--- config.mk ---
export PLATFORM = sky130hd
export DESIGN_NAME = pwmg_top
export DESIGN_NICKNAME = d
export VERILOG_FILES = /design/src/common/pwmg_pkg.sv /design/src/common/pwmg_flt_if.sv /design/src/verilog/pwmg_top.sv /design/src/verilog/pwmg_trip_filter.sv /design/src/verilog/pwmg_rise_delay.sv
export SDC_FILE = /design/constraint.sdc
export NUM_CORES = 1
export LEC_CHECK = 0
export BUFFER_PORTS_ARGS = -buffer_cell sky130_fd_sc_hd__buf_2
export CAP_MARGIN = 40
export CORE_AREA = 2 2 143 145
export CTS_CLUSTER_DIAMETER = 50
export CTS_CLUSTER_SIZE = 24
export DETAILED_ROUTE_END_ITERATION = 8
export DIE_AREA = 0 0 145 147
export PLACE_DENSITY = 0.7
export SYNTH_ARGS = -nofsm -noshare
export SYNTH_HDL_FRONTEND = slang
export SYNTH_SLANG_ARGS = --single-unit
--- constraint.sdc ---
create_clock -name clk_sys_i -period 9.42 [get_ports clk_sys_i]
set_input_delay 0.942 -clock clk_sys_i [delete_from_list [all_inputs] [get_ports clk_sys_i]]
set_output_delay 0.942 -clock clk_sys_i [all_outputs]
set_load 0.05 [all_outputs]
--- src/common/pwmg_pkg.sv ---
package pwmg_pkg;
   // Bus geometry
   localparam int unsigned ADDR_W = 8;
   localparam int unsigned DATA_W = 32;

   // Register word indices; byte address is four times the index
   localparam logic [3:0] IDX_DT    = 4'h0;
   localparam logic [3:0] IDX_MODE  = 4'h1;
   localparam logic [3:0] IDX_CH0   = 4'h2;
   localparam logic [3:0] CH_STRIDE = 4'h4;
   localparam logic [3:0] IDX_PIN   = 4'hA;
   localparam logic [3:0] IDX_NONE  = 4'hF;
   // Word order inside one channel group
   localparam logic [1:0] REG_CFG  = 2'h0;
   localparam logic [1:0] REG_DAC  = 2'h1;
   localparam logic [1:0] REG_AMP  = 2'h2;
   localparam logic [1:0] REG_COMP = 2'h3;

   // Values after reset
   localparam logic [7:0] RST_DT   = 8'h00;
   localparam logic [7:0] RST_MODE = 8'h00;
   localparam logic [6:0] RST_CFG  = 7'h00;
   localparam logic [7:0] RST_DAC  = 8'h00;
   localparam logic [7:0] RST_AMP  = 8'h20;
   localparam logic [6:0] RST_COMP = 7'h10;
   localparam logic [1:0] RST_POL  = 2'h0;

   // Field positions
   localparam int unsigned DT_EN_BIT       = 7;
   localparam int unsigned DT_PSC_LSB      = 3;
   localparam int unsigned DT_LEN_LSB      = 0;
   localparam logic [7:0]  DT_WMASK        = 8'h9F;
   localparam int unsigned MODE_LSB0       = 6;
   localparam int unsigned MODE_LSB1       = 4;
   localparam int unsigned EN_UP_BIT0      = 0;
   localparam int unsigned EN_LO_BIT0      = 1;
   localparam int unsigned EN_UP_BIT1      = 2;
   localparam int unsigned EN_LO_BIT1      = 3;
   localparam int unsigned CFG_HYST_BIT    = 6;
   localparam int unsigned CFG_GAIN_LSB    = 3;
   localparam int unsigned CFG_FLT_LSB     = 0;
   localparam int unsigned AMP_CANCEL_BIT  = 7;
   localparam int unsigned AMP_REF_BIT     = 6;
   localparam int unsigned COMP_CANCEL_BIT = 6;
   localparam int unsigned COMP_REF_BIT    = 5;
   localparam int unsigned POL_LO_BIT      = 0;
   localparam int unsigned POL_UP_BIT      = 1;

   // Channel operating modes
   typedef enum logic [1:0] {
      PWMG_MODE_OFF    = 2'h0,
      PWMG_MODE_NONINV = 2'h1,
      PWMG_MODE_INV    = 2'h2,
      PWMG_MODE_ZERO   = 2'h3
   } pwmg_mode_t;

   // Highest distinct gain code; codes above it give the same gain
   localparam logic [2:0] GAIN_MAX = 3'h5;
   // Forced levels before polarity is applied
   localparam logic INACT_UP = 1'b1;
   localparam logic INACT_LO = 1'b0;
   // Filter clock is the system clock divided by four
   localparam logic [1:0]  FLT_DIV_LAST = 2'h3;
   localparam int unsigned DT_CNT_W     = 7;
   localparam int unsigned FLT_CNT_W    = 7;
endpackage

--- src/common/pwmg_flt_if.sv ---
`timescale 1ns/1ns
interface pwmg_flt_if;
   logic       raw;
   logic [2:0] sel;
   logic       enable;
   logic       tick;
   logic       filtered;
   logic       event_p;
   modport ctrl (output raw, sel, enable, tick, input filtered, event_p);
   modport filt (input raw, sel, enable, tick, output filtered, event_p);
endinterface

--- src/verilog/pwmg_top.sv ---
// Decided for this implementation: the APB interface to the registers and the address map.
`timescale 1ns/1ns
module pwmg_top
(
   input  wire logic                        clk_sys_i,
   input  wire logic                        reset_i,
   input  wire logic                        ce_i,
   input  wire logic                        psel_i,
   input  wire logic                        penable_i,
   input  wire logic                        pwrite_i,
   input  wire logic [pwmg_pkg::ADDR_W-1:0] paddr_i,
   input  wire logic [pwmg_pkg::DATA_W-1:0] pwdata_i,
   output logic      [pwmg_pkg::DATA_W-1:0] prdata_o,
   output logic                             pready_o,
   output logic                             pslverr_o,
   input  wire logic                        timer_pwm_source_i,
   input  wire logic [1:0]                  chan_raw_compare_i,
   input  wire logic [1:0]                  cal_compare_i,
   output logic                             upper_drive_out_o,
   output logic                             lower_drive_out_o,
   output logic      [1:0]                  oc_irq_o,
   output logic      [1:0][7:0]             oc_dac_code_o,
   output logic      [1:0][2:0]             oc_gain_sel_o,
   output logic      [1:0]                  oc_hyst_en_o,
   output logic      [1:0][3:0]             oc_switch_o,
   output logic      [1:0]                  oc_power_en_o,
   output logic      [1:0]                  amp_cancel_mode_o,
   output logic      [1:0]                  amp_cancel_ref_sel_o,
   output logic      [1:0][5:0]             amp_trim_o,
   output logic      [1:0]                  comp_cancel_mode_o,
   output logic      [1:0]                  comp_cancel_ref_sel_o,
   output logic      [1:0][4:0]             comp_trim_o
);
   import pwmg_pkg::*;

   typedef struct packed {
      logic [7:0]      dt;
      logic [7:0]      mode;
      logic [1:0][6:0] cfg;
      logic [1:0][7:0] dac;
      logic [1:0][7:0] amp;
      logic [1:0][6:0] comp;
      logic [1:0]      pol;
      logic [1:0]      fdiv;
      logic            rvalid;
      logic [7:0]      rdata;
      logic            up;
      logic            lo;
   } pwmg_top_st_t;

   localparam pwmg_top_st_t ST_RST = '{
      dt:     RST_DT,
      mode:   RST_MODE,
      cfg:    {RST_CFG, RST_CFG},
      dac:    {RST_DAC, RST_DAC},
      amp:    {RST_AMP, RST_AMP},
      comp:   {RST_COMP, RST_COMP},
      pol:    RST_POL,
      fdiv:   2'h0,
      rvalid: 1'b0,
      rdata:  8'h00,
      up:     INACT_UP,
      lo:     INACT_LO
   };

   // Word index of a byte address, or the unmapped marker
   function automatic logic [3:0] reg_index(input logic [ADDR_W-1:0] a);
      logic [3:0] r;
      r = IDX_NONE;
      if (a[1:0] == 2'h0 && a[ADDR_W-1:6] == '0 && a[5:2] <= IDX_PIN)
         r = a[5:2];
      return r;
   endfunction

   // Word index of one register of a channel group
   function automatic logic [3:0] chan_index(input int c, input logic [1:0] k);
      return IDX_CH0 + 4'(c) * CH_STRIDE + {2'h0, k};
   endfunction

   // Mode field of a channel
   function automatic pwmg_mode_t chan_mode(input logic [7:0] m, input int c);
      return pwmg_mode_t'((c == 0) ? m[MODE_LSB0 +: 2] : m[MODE_LSB1 +: 2]);
   endfunction

   // Analog switch pattern S3..S0 for a mode
   function automatic logic [3:0] sw_pattern(input pwmg_mode_t md);
      logic [3:0] p;
      unique case (md)
         PWMG_MODE_OFF:    p = 4'hA;
         PWMG_MODE_NONINV: p = 4'h9;
         PWMG_MODE_INV:    p = 4'h6;
         PWMG_MODE_ZERO:   p = 4'hA;
      endcase
      return p;
   endfunction

   // Dead time in system cycles: (length + 1) dead-time clock periods
   function automatic logic [DT_CNT_W-1:0] dt_cycles(input logic [1:0] psc,
                                                     input logic [2:0] len);
      logic [DT_CNT_W-1:0] t;
      t = {4'h0, len} + DT_CNT_W'(1);
      return t << psc;
   endfunction

   pwmg_top_st_t        s_q;
   pwmg_top_st_t        s_d;
   logic [3:0]          idx;
   logic                access;
   logic                wr_en;
   logic                deadtime_enable;
   logic                flt_tick;
   logic                dly_lo;
   logic                dly_up;
   logic                complementary_high_wave;
   logic                complementary_low_wave;
   logic                force_up;
   logic                force_lo;
   logic [DT_CNT_W-1:0] dt_len_cyc;
   logic [1:0]          filt;
   logic [1:0]          evt;
   logic [1:0]          cal_active;
   pwmg_mode_t          md [2];
   logic [7:0]          rd;

   // APB decode; ready waits one enabled cycle so read data is captured
   assign idx       = reg_index(paddr_i);
   assign access    = psel_i && penable_i;
   assign pready_o  = ce_i && s_q.rvalid;
   assign pslverr_o = access && idx == IDX_NONE;
   assign wr_en     = access && pready_o && pwrite_i && idx != IDX_NONE;
   assign prdata_o  = {24'h0, s_q.rdata};
   assign flt_tick  = s_q.fdiv == FLT_DIV_LAST;

   assign dt_len_cyc = dt_cycles(s_q.dt[DT_PSC_LSB +: 2],
                                 s_q.dt[DT_LEN_LSB +: 3]);
   assign deadtime_enable       = s_q.dt[DT_EN_BIT];

   // Lower wave delays source rise, upper wave delays source fall
   pwmg_rise_delay u_dly_lo
   (
      .clk_sys_i (clk_sys_i),
      .reset_i   (reset_i),
      .ce_i      (ce_i),
      .src_i     (timer_pwm_source_i),
      .cycles_i  (dt_len_cyc),
      .dly_o     (dly_lo)
   );

   pwmg_rise_delay u_dly_up
   (
      .clk_sys_i (clk_sys_i),
      .reset_i   (reset_i),
      .ce_i      (ce_i),
      .src_i     (!timer_pwm_source_i),
      .cycles_i  (dt_len_cyc),
      .dly_o     (dly_up)
   );

   // bypass when dead time is off
   assign complementary_high_wave = deadtime_enable ? !dly_up : timer_pwm_source_i;
   assign complementary_low_wave = deadtime_enable ? dly_lo : timer_pwm_source_i;

   // Per-channel filter and analog control fields
   for (genvar c = 0; c < 2; c++)
   begin : g_chan
      pwmg_flt_if u_if ();

      assign md[c]            = chan_mode(s_q.mode, c);
      assign u_if.raw         = chan_raw_compare_i[c];
      assign u_if.sel         = s_q.cfg[c][CFG_FLT_LSB +: 3];
      assign u_if.enable      = md[c] != PWMG_MODE_OFF;
      assign u_if.tick        = flt_tick;
      assign filt[c]          = u_if.filtered;
      assign evt[c]           = u_if.event_p;
      assign oc_dac_code_o[c] = s_q.dac[c];
      assign oc_gain_sel_o[c] =
         (s_q.cfg[c][CFG_GAIN_LSB +: 3] > GAIN_MAX) ? GAIN_MAX :
         s_q.cfg[c][CFG_GAIN_LSB +: 3];
      assign oc_hyst_en_o[c]  = s_q.cfg[c][CFG_HYST_BIT];
      assign oc_switch_o[c]   = sw_pattern(md[c]);
      assign oc_power_en_o[c] = md[c] != PWMG_MODE_OFF;
      assign amp_cancel_mode_o[c] = s_q.amp[c][AMP_CANCEL_BIT]
                                    && md[c] == PWMG_MODE_ZERO;
      assign comp_cancel_mode_o[c] = s_q.comp[c][COMP_CANCEL_BIT]
                                     && md[c] == PWMG_MODE_ZERO;
      assign amp_cancel_ref_sel_o[c]  = s_q.amp[c][AMP_REF_BIT];
      assign comp_cancel_ref_sel_o[c] = s_q.comp[c][COMP_REF_BIT];
      assign amp_trim_o[c]    = s_q.amp[c][5:0];
      assign comp_trim_o[c]   = s_q.comp[c][4:0];
      assign cal_active[c]    = amp_cancel_mode_o[c] || comp_cancel_mode_o[c];

      pwmg_trip_filter u_filter
      (
         .clk_sys_i (clk_sys_i),
         .reset_i   (reset_i),
         .ce_i      (ce_i),
         .flt       (u_if.filt)
      );
   end

   assign oc_irq_o = evt;

   assign force_up = (filt[0] && s_q.mode[EN_UP_BIT0])
                     || (filt[1] && s_q.mode[EN_UP_BIT1]);
   assign force_lo = (filt[0] && s_q.mode[EN_LO_BIT0])
                     || (filt[1] && s_q.mode[EN_LO_BIT1]);

   // Next state: register writes, read capture and drive outputs
   always_comb
   begin
      s_d        = s_q;
      rd         = 8'h00;
      s_d.fdiv   = s_q.fdiv + 2'h1;
      s_d.rvalid = psel_i && !(penable_i && pready_o);
      if (wr_en)
      begin
         if (idx == IDX_DT)
            s_d.dt = pwdata_i[7:0] & DT_WMASK;
         if (idx == IDX_MODE)
            s_d.mode = pwdata_i[7:0];
         if (idx == IDX_PIN)
            s_d.pol = pwdata_i[1:0];
         for (int c = 0; c < 2; c++)
         begin
            if (idx == chan_index(c, REG_CFG))
               s_d.cfg[c] = pwdata_i[6:0];
            if (idx == chan_index(c, REG_DAC))
               s_d.dac[c] = pwdata_i[7:0];
            if (idx == chan_index(c, REG_AMP))
               s_d.amp[c] = pwdata_i[7:0];
            if (idx == chan_index(c, REG_COMP))
               s_d.comp[c] = pwdata_i[6:0];
         end
      end
      // Read mux; status bits are sampled live each cycle
      if (idx == IDX_DT)
         rd = s_q.dt;
      if (idx == IDX_MODE)
         rd = s_q.mode;
      if (idx == IDX_PIN)
         rd = {6'h00, s_q.pol};
      for (int c = 0; c < 2; c++)
      begin
         if (idx == chan_index(c, REG_CFG))
            rd = {filt[c], s_q.cfg[c]};
         if (idx == chan_index(c, REG_DAC))
            rd = s_q.dac[c];
         if (idx == chan_index(c, REG_AMP))
            rd = s_q.amp[c];
         // calibration compare only in cancel mode
         if (idx == chan_index(c, REG_COMP))
            rd = {cal_compare_i[c] && cal_active[c], s_q.comp[c]};
      end
      s_d.rdata = rd;
      s_d.up = (force_up ? INACT_UP : complementary_high_wave) ^ s_q.pol[POL_UP_BIT];
      s_d.lo = (force_lo ? INACT_LO : complementary_low_wave) ^ s_q.pol[POL_LO_BIT];
   end

   // State register; clock enable freezes everything
   always_ff @(posedge clk_sys_i)
   begin
      if (reset_i)
         s_q <= ST_RST;
      else if (ce_i)
         s_q <= s_d;
   end

   assign upper_drive_out_o = s_q.up;
   assign lower_drive_out_o = s_q.lo;
endmodule

--- src/verilog/pwmg_trip_filter.sv ---
`timescale 1ns/1ns
module pwmg_trip_filter
(
   input  wire logic clk_sys_i,
   input  wire logic reset_i,
   input  wire logic ce_i,
   pwmg_flt_if.filt  flt
);
   import pwmg_pkg::*;

   typedef struct packed {
      logic                 filt;
      logic                 evt;
      logic [FLT_CNT_W-1:0] cnt;
   } pwmg_flt_st_t;

   pwmg_flt_st_t         s_q;
   pwmg_flt_st_t         s_d;
   logic [FLT_CNT_W-1:0] hold;

   // Count end is two to the code minus one; one more tick flips the result
   assign hold = FLT_CNT_W'((8'h01 << flt.sel) - 8'h01);

   // While enabled, result changes only after the raw level held for the whole count
   always_comb
   begin
      s_d     = s_q;
      s_d.evt = 1'b0;
      if (!flt.enable)
      begin
         s_d.filt = 1'b0;
         s_d.cnt  = '0;
      end
      else if (flt.raw == s_q.filt)
         s_d.cnt = '0;
      else if (flt.sel == 3'h0)
      begin
         s_d.filt = flt.raw;
         s_d.evt  = flt.raw;
      end
      else if (flt.tick)
      begin
         if (s_q.cnt == hold)
         begin
            s_d.filt = flt.raw;
            s_d.evt  = flt.raw;
            s_d.cnt  = '0;
         end
         else
            s_d.cnt = s_q.cnt + FLT_CNT_W'(1);
      end
   end

   // State register
   always_ff @(posedge clk_sys_i)
   begin
      if (reset_i)
         s_q <= '0;
      else if (ce_i)
         s_q <= s_d;
   end

   assign flt.filtered = s_q.filt;
   assign flt.event_p  = s_q.evt;
endmodule

--- src/verilog/pwmg_rise_delay.sv ---
`timescale 1ns/1ns
module pwmg_rise_delay
(
   input  wire logic                          clk_sys_i,
   input  wire logic                          reset_i,
   input  wire logic                          ce_i,
   input  wire logic                          src_i,
   input  wire logic [pwmg_pkg::DT_CNT_W-1:0] cycles_i,
   output logic                               dly_o
);
   import pwmg_pkg::*;

   typedef struct packed {
      logic                q;
      logic [DT_CNT_W-1:0] cnt;
   } pwmg_dly_st_t;

   pwmg_dly_st_t s_q;
   pwmg_dly_st_t s_d;

   // Falls at once with the input, rises only after the dead time
   always_comb
   begin
      s_d = s_q;
      if (!src_i)
      begin
         s_d.q   = 1'b0;
         s_d.cnt = '0;
      end
      else if (!s_q.q)
      begin
         if (s_q.cnt == cycles_i - DT_CNT_W'(1))
            s_d.q = 1'b1;
         else
            s_d.cnt = s_q.cnt + DT_CNT_W'(1);
      end
   end

   // State register
   always_ff @(posedge clk_sys_i)
   begin
      if (reset_i)
         s_q <= '0;
      else if (ce_i)
         s_q <= s_d;
   end

   assign dly_o = s_q.q;
endmodule

==> flow_metrics.py, run 1 <==
metrics = {
    "global_route": {
        "antenna_found_initial": 0,
        "grt_max_degree": 73,
        "grt_pass1_wl_mm": 33.1,
        "grt_use_met3_pct": 4.75,
        "grt_pass1_vias": 6094,
        "grt_util_met1_pct": 26.2,
        "grt-ovfl-total": 0,
        "grtUsageTotal_pct": 19.1,
        "met2_usage_pct": 30.2,
        "grt.busiest_layer": "met2",
    },
    "final_layout": {
        "layout_common_cells": "dfxtp_1, buf_2, nor2_1",
        "post-route-util_pct": 43.1,
        "final_common_cell": "dfxtp_1",
        "insertedDiodeCount": 0,
        "drive_gt1_share_pct": 18.6,
        "area_delta_synth_final_pct": 9.85,
        "fin_nets": 1026,
    },
    "clock_tree": {
        "cts_hold_buf": 0,
        "cts.htree.levels": 4,
        "clock_latency_ns": 0.42,
        "cts.sinks": 123,
        "cts_inserted_buffers": 17,
        "cts.path.max_buffers": 2,
        "path_clk_slew_ns": 0.06,
        "cts_tree": "built",
        "cts_root_buf": "clkbuf_16",
        "post_cts_buffers": 0,
        "cts_resized": 0,
    },
    "die": {
        "start_util_pct": 39.3,
        "dieArea_mm2": 0.0213,
        "coreArea_mm2": 0.0198,
        "fp.dieH_um": 147,
        "io_pins": 153,
        "fp.dieW_um": 145,
        "rows": 52,
    },
    "drt": {
        "wire_per_inst_um": 16.6,
        "routed_via_density": 5.47,
        "ant_nets": 0,
        "drcViolationCount": 0,
        "wl_mm": 20.7,
        "vias": 6836,
        "drt_iter0_drc": 619,
        "drt-pass1-iter-count": 5,
    },
    "logic_synthesis": {
        "yosysWarnings": 0,
        "synthArstFlopShare_pct": 0,
        "synthCells": 955,
        "syn_area_per_cell_um2": 8.16,
        "yosysTopAreaCellShare_pct": 31.6,
        "post-synth-top-area-cell": "dfxtp_1",
        "synth.top_cells.by_area": "dfxtp_1, buf_4, mux2i_1",
        "synth_seq_area_share_pct": 31.6,
        "synth_area_mm2": 0.00779,
        "synth.distinct_cells": 81,
        "synth-seq-cells": 123,
        "synthFlopType": "dfxtp_1",
        "synth_edf_count": 0,
    },
    "setup_path": {
        "path_cells": "ha_1 > nand2_1 > o21ai_0 > nand2b_1 > ha_1 > o21ai_2 > or3_4 > o211a_1 > or4_4 > a2111oi_4 > nand2b_1 > o21ai_1",
        "worstSetupPathType": "reg -> reg",
        "end_kind": "flip-flop",
        "path_delay_family": "compound AO/OA/AOI/OAI gates",
        "cp.required_ns": 9.72,
        "arrival_ns": 4.40,
        "r2r_slack_ns": 5.32,
        "crit_path_top_delay_cell": "a2111oi_4",
        "critical_path_buf_inv_count": 0,
        "cp_max_fo": 17,
        "slowest_delay_ns": 0.74,
        "start_kind": "flip-flop",
    },
    "timing": {
        "drv_slew": 0,
        "finalHoldViolations": 0,
        "fmax_mhz": 244,
        "fin_worst_skew_ns": 0.0118,
        "period_needed_ns": 4.10,
        "worst_pin_slew_ns": 0.865,
        "period_share_pct": 43.5,
        "whs_ns": 0.479,
        "relSlewSlack_pct": 42.3,
        "setup_violations": 0,
        "fin_setup_tns_ns": 0,
        "rsz0062_at_grt": "false",
    },
    "power_and_ir_drop": {
        "totalPowerFinal_uw": 1310,
        "p_leak_uw": 0.00332,
        "power.density_mw_per_mm2": 153,
        "peakVddDrop_v": 0.000139,
    },
    "outcome": {
        "status": "complete, no violations",
    },
    "worst_hold_path": {
        "hold_path_class": "reg -> reg",
    },
    "run": {
        "max_cap_viol_count": 0,
    },
    "place": {
        "port_buffers": 104,
        "gp_congestion": 0.848,
        "dp_hpwl_mm": 14.5,
    },
}
[state kept, by name (all words and copies together), names as in the netlist, 2 cells and up]
| name | flops |
|---|---|
| s_q | 24 |
| amp_cancel_ref_sel_o | 2 |
| comp_cancel_ref_sel_o | 2 |
| md | 4 |
| amp_trim_o | 12 |
| g_chan.u_if.sel | 6 |
| oc_hyst_en_o | 2 |
| g_chan.u_filter.s_q | 14 |
| comp_trim_o | 10 |
| oc_dac_code_o | 16 |
| u_dly_up.s_q | 7 |
| u_dly_lo.s_q | 7 |
| g_chan.u_filter.flt.filtered | 2 |
| prdata_o | 8 |
| g_chan.u_filter.flt.event_p | 2 |
[report_power, final]
group	switching, uW	total, uW	internal (uW)
clock	265	686	421
combinational	72.5	92.9	20.3
sequential	3.50	528	524
[layout make-up]
class                   count  area (um^2)
fillers                  1963        11300
multi-input cells         693         4470
flip-flops and latches    123         2460
repair buffers            113          603
clock buffers              17          425
well taps                 270          338
clock inverters            15          186
inverters                  18         67.6
[logic make-up (layout without fill, tap and decap cells)]
family / Yosys count / count (layout) / synth area share, %
XOR/XNOR: 29 / 29 / 3.85
AND/OR/NAND/NOR: 369 / 369 / 23.9
AO/OA/AOI/OAI: 191 / 191 / 16.8
multiplexers: 71 / 71 / 10.3
buffers and inverters: 162 / 163 / 12.1
flip-flops: 123 / 123 / 31.6
other: 1 / 24 / 0.0481
adder cells (fa/ha/maj): 9 / 9 / 1.45
[final timing paths]
kind,cells after the start,start,endpoint
max,12,s_q[83]$_SDFFE_PP0P_,u_dly_up.s_q[1]$_SDFFE_PP0P_
min,2,prdata_o[2]$_SDFFE_PP0P_,prdata_o[2]$_SDFFE_PP0P_
max reg2reg,12,s_q[83]$_SDFFE_PP0P_,u_dly_up.s_q[1]$_SDFFE_PP0P_
min reg2reg,2,prdata_o[2]$_SDFFE_PP0P_,prdata_o[2]$_SDFFE_PP0P_
[Yosys cell counts (4+ instances only)]
cell type  instances
a31oi_1            6
a211oi_1          11
nand2_1           85
a22oi_1           10
nor3b_1            5
nand4_1            5
buf_4             83
or3_1             17
ha_1               9
or4_1              6
nand3_1           40
dfxtp_1          123
xor2_1            11
nor2b_1           20
mux2i_1           62
nor3_1            20
a311oi_1           9
nor2_1           102
nand3b_1           6
a211o_1            7
o21ai_0           27
clkbuf_1          52
o2111ai_1          6
mux4_2             7
a21oi_1           60
o21ai_1           10
a21o_1             6
a222oi_1           4
xnor2_1           15
inv_1             18
nand2b_1          26
a21oi_2            4
buf_2              4
and3_1            10
[tightest hold or removal path, cell delays in order (launching register included)]
cell	delay, ns
dfxtp_1	0.31
nor2_1	0.08
nor3_1	0.05
[per-stage QoR]
stage | setup WS [ns] | instance area (um^2) | instances
CTS | 5.35 | 8560 | 1249
global placement | 5.41 | 7900 | 1212
floorplan | 6.16 | 7880 | 978
detailed placement | 5.35 | 7950 | 1217
global route | 5.12 | 8560 | 1249
finish | 5.32 | 8560 | 1249
[metal layers]
metal | up-vias | part of all wire [%]
met5 | - | 0
met4 | 0 | 1.7
met3 | 30 | 7.3
met2 | 286 | 45
met1 | 3219 | 46
li1 | 3301 | -
Note: power is estimated with default switching activity, not from simulation.
==> inputs of run 2 (changes only) <==
==> constraint.sdc (replaced) <==
create_clock -name clk_sys_i -period 4.25 [get_ports clk_sys_i]
set_input_delay 0.425 -clock clk_sys_i [delete_from_list [all_inputs] [get_ports clk_sys_i]]
set_output_delay 0.425 -clock clk_sys_i [all_outputs]
set_load 0.05 [all_outputs]
==> flow_metrics.py, run 2 (synthesis results as in run 1) <==
metrics = {
    "setup_path": {
        "start_kind": "flip-flop",
        "r2r_slack_ns": 0.51,
        "reg2regPathDepth": 12,
        "r2r_start": "s_q[84]$_SDFFE_PP0P_",
        "end_kind": "flip-flop",
        "cp_max_fo": 14,
        "r2r_end": "u_dly_up.s_q[3]$_SDFFE_PP0P_",
        "arrival_ns": 4.05,
        "worstSetupPathType": "reg -> reg",
        "cp.required_ns": 4.56,
    },
    "drt": {
        "vias": 6862,
        "drt_iter0_drc": 632,
        "wl_mm": 21.0,
        "ant_nets": 0,
        "wire_per_inst_um": 16.8,
        "routed_via_density": 5.46,
        "drt-pass1-iter-count": 5,
        "drcViolationCount": 0,
    },
    "global_route": {
        "grt_util_met1_pct": 26.5,
        "met2_usage_pct": 30.6,
        "grt_max_degree": 77,
        "grt_pass1_vias": 6185,
        "antenna_found_initial": 0,
        "grt-ovfl-total": 0,
        "grt.busiest_layer": "met2",
        "grt_use_met3_pct": 3.88,
        "grt_pass1_wl_mm": 33.5,
        "grtUsageTotal_pct": 19.5,
    },
    "die": {
        "fp.dieW_um": 145,
        "dieArea_mm2": 0.0213,
        "fp.dieH_um": 147,
        "coreArea_mm2": 0.0198,
        "io_pins": 153,
        "start_util_pct": 39.3,
        "rows": 52,
    },
    "clock_tree": {
        "cts_inserted_buffers": 17,
        "cts.htree.levels": 4,
        "cts_tree": "built",
        "clock_latency_ns": 0.43,
        "cts_root_buf": "clkbuf_16",
        "post_cts_buffers": 0,
        "cts.path.max_buffers": 2,
        "cts_resized": 0,
        "cts.sinks": 123,
        "path_clk_slew_ns": 0.06,
        "cts_hold_buf": 0,
    },
    "final_layout": {
        "top_register": "s_q",
        "post-route-util_pct": 43.2,
        "insertedDiodeCount": 0,
        "fin_nets": 1033,
        "design_area_mm2": 0.00858,
        "largest_reg_flops": 24,
        "area_delta_synth_final_pct": 10.1,
        "drive_gt1_share_pct": 19.2,
        "layout_common_cells": "dfxtp_1, buf_2, nor2_1",
        "final_common_cell": "dfxtp_1",
    },
    "timing": {
        "drv_slew": 0,
        "finalHoldViolations": 0,
        "worst_pin_slew_ns": 0.812,
        "period_needed_ns": 3.74,
        "fmax_mhz": 267,
        "whs_ns": 0.295,
        "relSlewSlack_pct": 45.8,
        "fin_worst_skew_ns": 0.00916,
        "rsz0062_at_grt": "false",
        "fin_setup_tns_ns": 0,
        "period_share_pct": 88.1,
        "setup_violations": 0,
    },
    "power_and_ir_drop": {
        "totalPowerFinal_uw": 2850,
        "power.density_mw_per_mm2": 333,
        "p_leak_uw": 0.00333,
        "peakVddDrop_v": 0.000274,
    },
    "worst_hold_path": {
        "hold_path_end": "s_q[10]$_SDFFE_PP0P_",
        "min_path_cells": 3,
        "hold_path_class": "in -> reg",
        "min_from": "psel_i",
    },
    "run": {
        "max_cap_viol_count": 0,
    },
    "place": {
        "placed_area_mm2": 0.00799,
        "gp_congestion": 0.871,
        "dp_hpwl_mm": 14.8,
        "port_buffers": 104,
    },
    "outcome": {
        "status": "complete, no violations",
    },
}
## run 2: changes by cell type in the layout (fill, tap and decap cells not counted), sizes merged
cell,change
bufinv,-2
inv,+7
clkinv,-6
buf,+7
clkinvlp,+1
## run 2: cell type report
| class | instances | area (um^2) |
|---|---|---|
| clock buffer | 17 | 425 |
| clock inverter | 15 | 166 |
| fill | 1959 | 11300 |
| inverter | 18 | 67.6 |
| multi-input combinational | 693 | 4470 |
| sequential | 123 | 2460 |
| tap | 270 | 338 |
| timing repair buffer | 120 | 643 |
## run 2: power by group
group | total [uW] | switching [uW] | internal [uW]
logic | 207 | 162 | 44.7
registers | 1170 | 7.71 | 1160
clock network | 1480 | 637 | 839
total | 2850 | 807 | 2050
## run 2: metal layers
metal,part of all wire [%],vias up
met1,45,3196
li1,-,3313
met2,44,298
met3,7.3,55
met5,0,-
met4,3.2,0
## run 2: worst max-delay path by stage
stage / startpoint / endpoint / slack [ns] / cells past startpoint
global placement: s_q[84]$_SDFFE_PP0P_ / u_dly_up.s_q[1]$_SDFFE_PP0P_ / 0.63 / 12
floorplan: s_q[83]$_SDFFE_PP0P_ / u_dly_up.s_q[3]$_SDFFE_PP0P_ / 1.08 / 13
CTS: s_q[84]$_SDFFE_PP0P_ / u_dly_up.s_q[3]$_SDFFE_PP0P_ / 0.53 / 12
detailed placement: s_q[84]$_SDFFE_PP0P_ / u_dly_up.s_q[3]$_SDFFE_PP0P_ / 0.58 / 12
global route: s_q[84]$_SDFFE_PP0P_ / u_dly_up.s_q[1]$_SDFFE_PP0P_ / 0.29 / 12
finish: s_q[84]$_SDFFE_PP0P_ / u_dly_up.s_q[3]$_SDFFE_PP0P_ / 0.51 / 12
## run 2: critical path, stage by stage, from the launching register on
cell and delay (ns):
dfxtp_1 0.51, ha_1 0.39, nand2_1 0.10, o21ai_0 0.09
nand2b_1 0.08, ha_1 0.26, o21ai_2 0.12, or3_4 0.38
o211a_1 0.23, or4_4 0.43, a2111oi_4 0.73, nand2b_1 0.22
o21ai_1 0.08
## run 2: stage by stage
step                cells  setup slack [ns]
global placement     1224             0.629
finish               1256             0.506
CTS                  1256             0.532
floorplan             978              1.08
detailed placement   1224             0.582
global route         1256             0.286
